===== src/hsd_defs.vh =====
// constants for the speed and direction sensor core
// Notes on behaviour
// first pulse on rising slope, second next rise
// uncalibrated threshold twice limit, tracks amplitude
// offset updates after two extrema, edge-matched
// offset update independent of output switching
// offset fed back through correction dac
// successful correction enters calibrated hysteresis switching
// calibrated threshold half amplitude, floor twice limit
// small signals: two pulses, fourth calibrated
// hysteresis one eighth amplitude, floor limit
// no switching below adaptive hysteresis
// direction from centre probe at zero crossing
// first pulse is plain speed pulse
// vibration transitions suppress output pulse
// hysteresis suppression always, direction after calibration
// undervoltage detection armed after first switching
// undervoltage forces high current until recovery
// deep supply dip resets and recalibrates
// supply flags and pulse kind codes
`ifndef HSD_DEFS_VH
`define HSD_DEFS_VH
`define HSD_W          12
`define HSD_LIMIT      12'h010
`define HSD_DNC_INIT   12'h020
`define HSD_KIND_NONE  2'h0
`define HSD_KIND_SPEED 2'h1
`define HSD_KIND_FWD   2'h2
`define HSD_KIND_REV   2'h3
`define HSD_OFS_STEP   12'h001
`endif


===== src/hsd_extrema.v =====
// tracks maximum and minimum of the speed samples per period, each between two edges of one kind
`timescale 1ns/1ps
`include "hsd_defs.vh"
module hsd_extrema (
  input  wire                    clock,
  input  wire                    rst,
  input  wire                    sample_valid,
  input  wire signed [11:0]      sample,
  input  wire                    edge_rise,
  input  wire                    edge_fall,
  output reg  signed [11:0]      peak_max,
  output reg  signed [11:0]      peak_min,
  output reg  [1:0]              extrema_count
);
  reg signed [11:0] run_max;
  reg signed [11:0] run_min;
  always @(posedge clock or posedge rst) begin
    if (rst) begin
      run_max       <= 12'sh800;
      run_min       <= 12'sh7ff;
      peak_max      <= 12'sh000;
      peak_min      <= 12'sh000;
      extrema_count <= 2'h0;
    end else begin
      if (edge_fall) begin
        peak_max <= run_max;
        run_max  <= sample;
        if (extrema_count != 2'h2) extrema_count <= extrema_count + 2'h1;
      end else if (sample_valid && sample > run_max) begin
        run_max <= sample;
      end
      if (edge_rise) begin
        peak_min <= run_min;
        run_min  <= sample;
        if (extrema_count != 2'h2 && !edge_fall) extrema_count <= extrema_count + 2'h1;
      end else if (sample_valid && sample < run_min) begin
        run_min <= sample;
      end
    end
  end
endmodule // hsd_extrema


===== src/hsd_core.v =====
// digital core: calibration, adaptive hysteresis, direction, vibration, undervoltage
`timescale 1ns/1ps
`include "hsd_defs.vh"
module hsd_core (
  input  wire                    clock,
  input  wire                    rst,
  input  wire                    speed_valid,
  input  wire signed [11:0]      speed_sample,
  input  wire signed [11:0]      centre_probe_signal,
  input  wire                    supply_low,
  input  wire                    supply_reset,
  output reg  signed [11:0]      offset_dac,
  output reg                     pulse_valid,
  output reg  [1:0]              pulse_kind,
  output reg                     high_current,
  output reg                     calibrated,
  output reg  [11:0]             noise_detection_threshold,
  output reg  [11:0]             hysteresis
);
  // supply flags come from the analog side: two-stage sync
  reg low_s1, low_s2, dip_s1, dip_s2;
  always @(posedge clock or posedge rst) begin
    if (rst) begin
      low_s1 <= 1'b0;
      low_s2 <= 1'b0;
      dip_s1 <= 1'b0;
      dip_s2 <= 1'b0;
    end else begin
      low_s1 <= supply_low;
      low_s2 <= low_s1;
      dip_s1 <= supply_reset;
      dip_s2 <= dip_s1;
    end
  end
  wire soft_rst = dip_s2; // see R17
  // a deep dip also clears the extrema history so calibration restarts
  wire ext_rst = rst | dip_s2;

  reg signed [11:0] corr;
  reg               state_rising;
  reg               have_state;
  reg               vld;
  reg  [11:0]       amp_pp;
  wire signed [11:0] peak_max;
  wire signed [11:0] peak_min;
  wire [1:0]         extrema_count;
  reg               edge_rise;
  reg               edge_fall;
  reg  [11:0]       amp;
  reg  [11:0]       next_dnc;
  reg  [11:0]       next_hys;
  reg  [11:0]       thr;
  reg  [2:0]        pulse_count;
  reg               uv_armed;
  reg               dir_fwd;
  reg               dir_known;
  reg               prev_dir;
  reg               prev_dir_known;
  reg signed [11:0] ref_level;

  always @(posedge clock or posedge rst) begin
    if (rst) begin
      corr <= 12'sh000;
      vld  <= 1'b0;
    end else begin
      corr <= speed_sample - offset_dac;
      vld  <= speed_valid;
    end
  end

  hsd_extrema u_ext (
    .clock         (clock),
    .rst           (ext_rst),
    .sample_valid  (vld),
    .sample        (corr),
    .edge_rise     (edge_rise),
    .edge_fall     (edge_fall),
    .peak_max      (peak_max),
    .peak_min      (peak_min),
    .extrema_count (extrema_count)
  );

  // amplitude, threshold and hysteresis
  always @* begin
    amp_pp = (peak_max > peak_min) ? peak_max - peak_min : 12'h000;
    // amplitude is half the peak-to-peak swing
    amp = amp_pp >> 1;
    if (!calibrated || extrema_count != 2'h2)
      next_dnc = (amp > (`HSD_LIMIT << 1)) ? amp : (`HSD_LIMIT << 1);
    else
      next_dnc = ((amp >> 1) > (`HSD_LIMIT << 1)) ? (amp >> 1) : (`HSD_LIMIT << 1);
    next_hys = ((amp >> 3) > `HSD_LIMIT) ? (amp >> 3) : `HSD_LIMIT;
    thr = calibrated ? hysteresis : noise_detection_threshold;
  end

  // slope detection against moving reference; excursions under thr ignored
  always @* begin
    edge_rise = 1'b0;
    edge_fall = 1'b0;
    if (vld) begin
      if ((!have_state || !state_rising) && corr > ref_level + $signed(thr))
        edge_rise = 1'b1; // see R1 see R10
      else if ((!have_state || state_rising) && corr < ref_level - $signed(thr))
        edge_fall = 1'b1;
    end
  end

  always @(posedge clock or posedge rst) begin
    if (rst) begin
      state_rising              <= 1'b0;
      have_state                <= 1'b0;
      ref_level                 <= 12'sh000;
      noise_detection_threshold <= `HSD_DNC_INIT;
      hysteresis                <= `HSD_LIMIT;
      calibrated                <= 1'b0;
      offset_dac                <= 12'sh000;
      pulse_valid               <= 1'b0;
      pulse_kind                <= `HSD_KIND_NONE;
      pulse_count               <= 3'h0;
      uv_armed                  <= 1'b0;
      high_current              <= 1'b0;
      dir_fwd                   <= 1'b0;
      dir_known                 <= 1'b0;
      prev_dir                  <= 1'b0;
      prev_dir_known            <= 1'b0;
    end else if (soft_rst) begin
      state_rising              <= 1'b0;
      have_state                <= 1'b0;
      ref_level                 <= 12'sh000;
      noise_detection_threshold <= `HSD_LIMIT << 1; // see R2
      calibrated                <= 1'b0;
      offset_dac                <= 12'sh000;
      pulse_valid               <= 1'b0;
      pulse_kind                <= `HSD_KIND_NONE;
      pulse_count               <= 3'h0;
      uv_armed                  <= 1'b0;
      high_current              <= 1'b0;
      dir_known                 <= 1'b0;
      prev_dir_known            <= 1'b0;
    end else begin
      pulse_valid <= 1'b0;
      noise_detection_threshold <= next_dnc;
      hysteresis <= next_hys;
      // track reference at the extreme reached in the current direction
      if (vld) begin
        if (state_rising && corr > ref_level) ref_level <= corr;
        if (!state_rising && corr < ref_level) ref_level <= corr;
      end
      // direction sampled at speed zero crossing
      if (vld && ((corr >= 0) != (ref_level >= 0)) && have_state) begin
        dir_fwd   <= state_rising ? (centre_probe_signal >= 0)
                                  : (centre_probe_signal < 0);
        dir_known <= 1'b1;
      end
      // offset update, independent of pulse path
      if (extrema_count == 2'h2 && (edge_rise || edge_fall)) begin // see R3
        // positive steps only on rising edges, negative only on falling
        if (edge_rise && (peak_max + peak_min) > 0) begin
          offset_dac <= offset_dac + $signed(`HSD_OFS_STEP);
          calibrated <= 1'b1;
        end else if (edge_fall && (peak_max + peak_min) < 0) begin
          offset_dac <= offset_dac - $signed(`HSD_OFS_STEP);
          calibrated <= 1'b1;
        end else if ((peak_max + peak_min) == 0) begin
          calibrated <= 1'b1;
        end
      end
      if (edge_fall) begin
        state_rising <= 1'b0;
        have_state   <= 1'b1;
        ref_level    <= corr;
      end
      if (edge_rise) begin
        state_rising <= 1'b1;
        have_state   <= 1'b1;
        ref_level    <= corr;
        prev_dir       <= dir_fwd;
        prev_dir_known <= dir_known;
        if (calibrated && dir_known && prev_dir_known && dir_fwd != prev_dir) begin
          pulse_kind <= `HSD_KIND_NONE; // see R13
        end else if (pulse_count == 3'h2 && !calibrated
                     && amp < (`HSD_LIMIT << 1)) begin
          pulse_count <= pulse_count + 3'h1;
        end else begin
          pulse_valid <= 1'b1;
          if (pulse_count != 3'h7) pulse_count <= pulse_count + 3'h1;
          if (pulse_count == 3'h0 || !calibrated || !dir_known)
            pulse_kind <= `HSD_KIND_SPEED; // see R12
          else
            pulse_kind <= dir_fwd ? `HSD_KIND_FWD : `HSD_KIND_REV;
          uv_armed <= 1'b1;
        end
      end
      high_current <= uv_armed & low_s2;
    end
  end
endmodule // hsd_core


===== config.mk =====
export PLATFORM = sky130hd
export DESIGN_NAME = hsd_core
export DESIGN_NICKNAME = d
export VERILOG_FILES = /design/src/hsd_extrema.v /design/src/hsd_core.v
export VERILOG_INCLUDE_DIRS = /design/src
export SDC_FILE = /design/constraint.sdc
export NUM_CORES = 1
export LEC_CHECK = 0
export ABC_CLOCK_PERIOD_IN_PS = 5860
export BUFFER_PORTS_ARGS = -buffer_cell sky130_fd_sc_hd__buf_4
export CORE_MARGIN = 5
export CORE_UTILIZATION = 56
export CTS_CLUSTER_DIAMETER = 30
export CTS_CLUSTER_SIZE = 25
export DETAILED_ROUTE_END_ITERATION = 12
export GPL_TIMING_DRIVEN = 1
export PLACE_DENSITY_LB_ADDON = 0.15
export SYNTH_ARGS = -nofsm -noshare
export SYNTH_HDL_FRONTEND = slang
export SYNTH_SLANG_ARGS = --single-unit

===== constraint.sdc =====
create_clock -name clock -period 5.86 [get_ports clock]
set_input_delay 1.172 -clock clock [delete_from_list [all_inputs] [get_ports clock]]
set_output_delay 1.172 -clock clock [all_outputs]
set_load 0.005 [all_outputs]

==> metrics <==
HPWL after DPL=19.6 mm; Iteration-0 DRC Markers=650; Syn-to-layout area delta=17.3%; synth cell count leaders=131 x ha_1, 126 x inv_1, 111 x dfrtp_1; Tot GR Track Use=0.247; post-synth top area cell=dfrtp_1; WP depth=30; post-route cell area=12100 um2; Yosys top cell area share=0.269; status=completed; Crit path required time=6.16 ns; setup violators final=0; die width=146 um; cell depth of the worst flop-to-flop path=30; CP arrival=5.90 ns; post-placement cell area=11200 um2; H-tree depth=4; end of the worst register-to-register path=offset_dac[10]$_DFFE_PP0P_; Seq. cell area=3150 um2; Largest delay share family, worst path=compound AO/OA/AOI/OAI gates; top-count cell post-synth=ha_1; highest cell delay on the worst timing path=0.42 ns; synthesized cell area=10300 um2; Starting Density=0.571; Final min period=5.60 ns; Startpoint Class=register; CTS tree=built; worst slew pin tran=1.01 ns; register-to-register setup slack=0.26 ns; Crit Path Max Fanout=4; worst setup path category=register to register; crit end category=register; routed vias=8799; CTS Hold Buffers Added=0; Post-Synthesis Cells=1163; Num CTS Buffers=17; Fillers=1505; setup TNS=0 ns; I/O Pins=70; reg-to-reg startpoint=calibrated$_DFFE_PP0P_; Critical Path Sink=offset_dac[10]$_DFFE_PP0P_; synth unique cells=87; Worst Clk Skew=0.0103 ns; final hold violation count=0; Worst Setup SP=calibrated$_DFFE_PP0P_; post-synthesis sequential area ratio=0.305; drt drc=0; Post-synth EDFFs=0; first-pass GRT wire length=42.9 mm; Clk Latency, worst-skew pair=0.42 ns; final worst path period share=0.956; Sink Count=125; antenna viol nets, final=0; clk buf depth=2; gp weighted congestion=0.867; routed length per instance=17.8 um; Buf/Inv on CP=2; Synth warnings=0; max frequency=0.179 GHz; Reg clk slew, reported paths=0.06 ns; antenna cells=0; antenna violations before repair=0; Max Slew Vio Count=0; slowest CP cell=dfrtp_1; Root Driver=clkbuf_16; Slew Limit Headroom=0.325; Pre-antenna DRT Iters=5; layout cells sized above 1=0.208; flops & latches, synth=125; Mean Syn Cell Area=8.88 um2; vias in the first global route=8641; vias per cell=5.87; Hold WC Path Type=register to register; total grt overflow=0; top cells by area, synth=dfrtp_1 27%, ha_1 16%, inv_1 4.6%, nand2_1 4.0%, dfstp_2 3.6%; main flop type after synthesis=dfrtp_1; asr flop ratio synth=1.00; area of the core=18100 um2; nets=1424; I/O Buffers=53; Die ar.=21300 um2; row cnt=49; Die Y=146 um; Max Cap Viol=0; DRT Wirelength=26.7 mm; largest net degree at the start of global routing=76; multi-input logic area=6770 um2
==> per-stage QoR <==
stage,utilization,cells,setup slack [ns],hold WS (ns)
after CTS,0.654,1493,-0.0258,0.350
final,0.670,1500,0.259,0.349
after detailed placement,0.620,1459,-0.136,0.336
after global routing,0.670,1500,-0.0555,0.350
after global placement,0.620,1459,-0.0556,0.332
after floorplan,-,1167,0.0305,0.331
==> sequential cells by signal, summed over array words and instances, names as in the netlist, 11 cells and up, named ones only <==
register and cells:
corr 12, offset_dac 12, ref_level 12, u_ext.peak_max 12
u_ext.peak_min 12, u_ext.run_max 12, u_ext.run_min 12, noise_detection_threshold 11
==> what timing repair did <==
| action | CTS | global route |
|---|---|---|
| resized for setup | 9 | 48 |
| buffers inserted | 2 | 8 |
| setup endpoints to repair | 4 | 8 |
| pin swaps | 4 | 28 |
==> worst min path at each step <==
stage                           startpoint          endpoint  slack, ns  cells after the start
after floorplan           dip_s1$_DFF_PP0_  dip_s2$_DFF_PP0_       0.33                      0
after global placement    dip_s1$_DFF_PP0_  dip_s2$_DFF_PP0_       0.33                      0
after detailed placement  low_s1$_DFF_PP0_  low_s2$_DFF_PP0_       0.34                      0
after CTS                 low_s1$_DFF_PP0_  low_s2$_DFF_PP0_       0.35                      0
after global routing      low_s1$_DFF_PP0_  low_s2$_DFF_PP0_       0.35                      0
final                     dip_s1$_DFF_PP0_  dip_s2$_DFF_PP0_       0.35                      0
==> metal layers <==
metal  up-vias  GRT usage  share of wire
met5         -          0              0
met4         0     0.0703          0.019
met3        38     0.0405          0.042
met2       202      0.409           0.47
met1      4242      0.334           0.47
li1       4317          -              -
==> layout make-up <==
cell class	count	area share
clock inverters	13	0.0115
inverters	127	0.0395
flip-flops and latches	125	0.260
multi-input cells	873	0.559
clock buffers	19	0.0357
repair buffers	114	0.0713
well taps	229	0.0237
==> logic make-up after synthesis <==
group / count (synthesis) / share of synthesized area
xor+xnor: 45 / 0.0382
buf+inv: 169 / 0.0694
simple gates: 346 / 0.167
other cells: 1 / 0.000363
flops: 125 / 0.305
compound gates: 285 / 0.193
mux: 55 / 0.0572
fa+ha+maj: 137 / 0.170
==> layout by cell type, fill, tap and decap left out, types with 14 or more instances in the layout <==
cell type / n
dfrtp_1: 111
buf_4: 112
inv_1: 123
a21o_1: 14
nor2b_1: 21
nand4_1: 14
mux2_2: 31
nand2_1: 109
ha_1: 122
o21ai_0: 66
o21a_1: 15
dfstp_2: 14
nand3_1: 17
a21oi_1: 43
nand2b_1: 17
mux2i_1: 20
nor3_1: 25
clkbuf_16: 17
xnor2_1: 35
nor2_1: 69
Power is not shown: default switching activity piles up to over one toggle a cycle in this logic, so the estimate is an artifact.
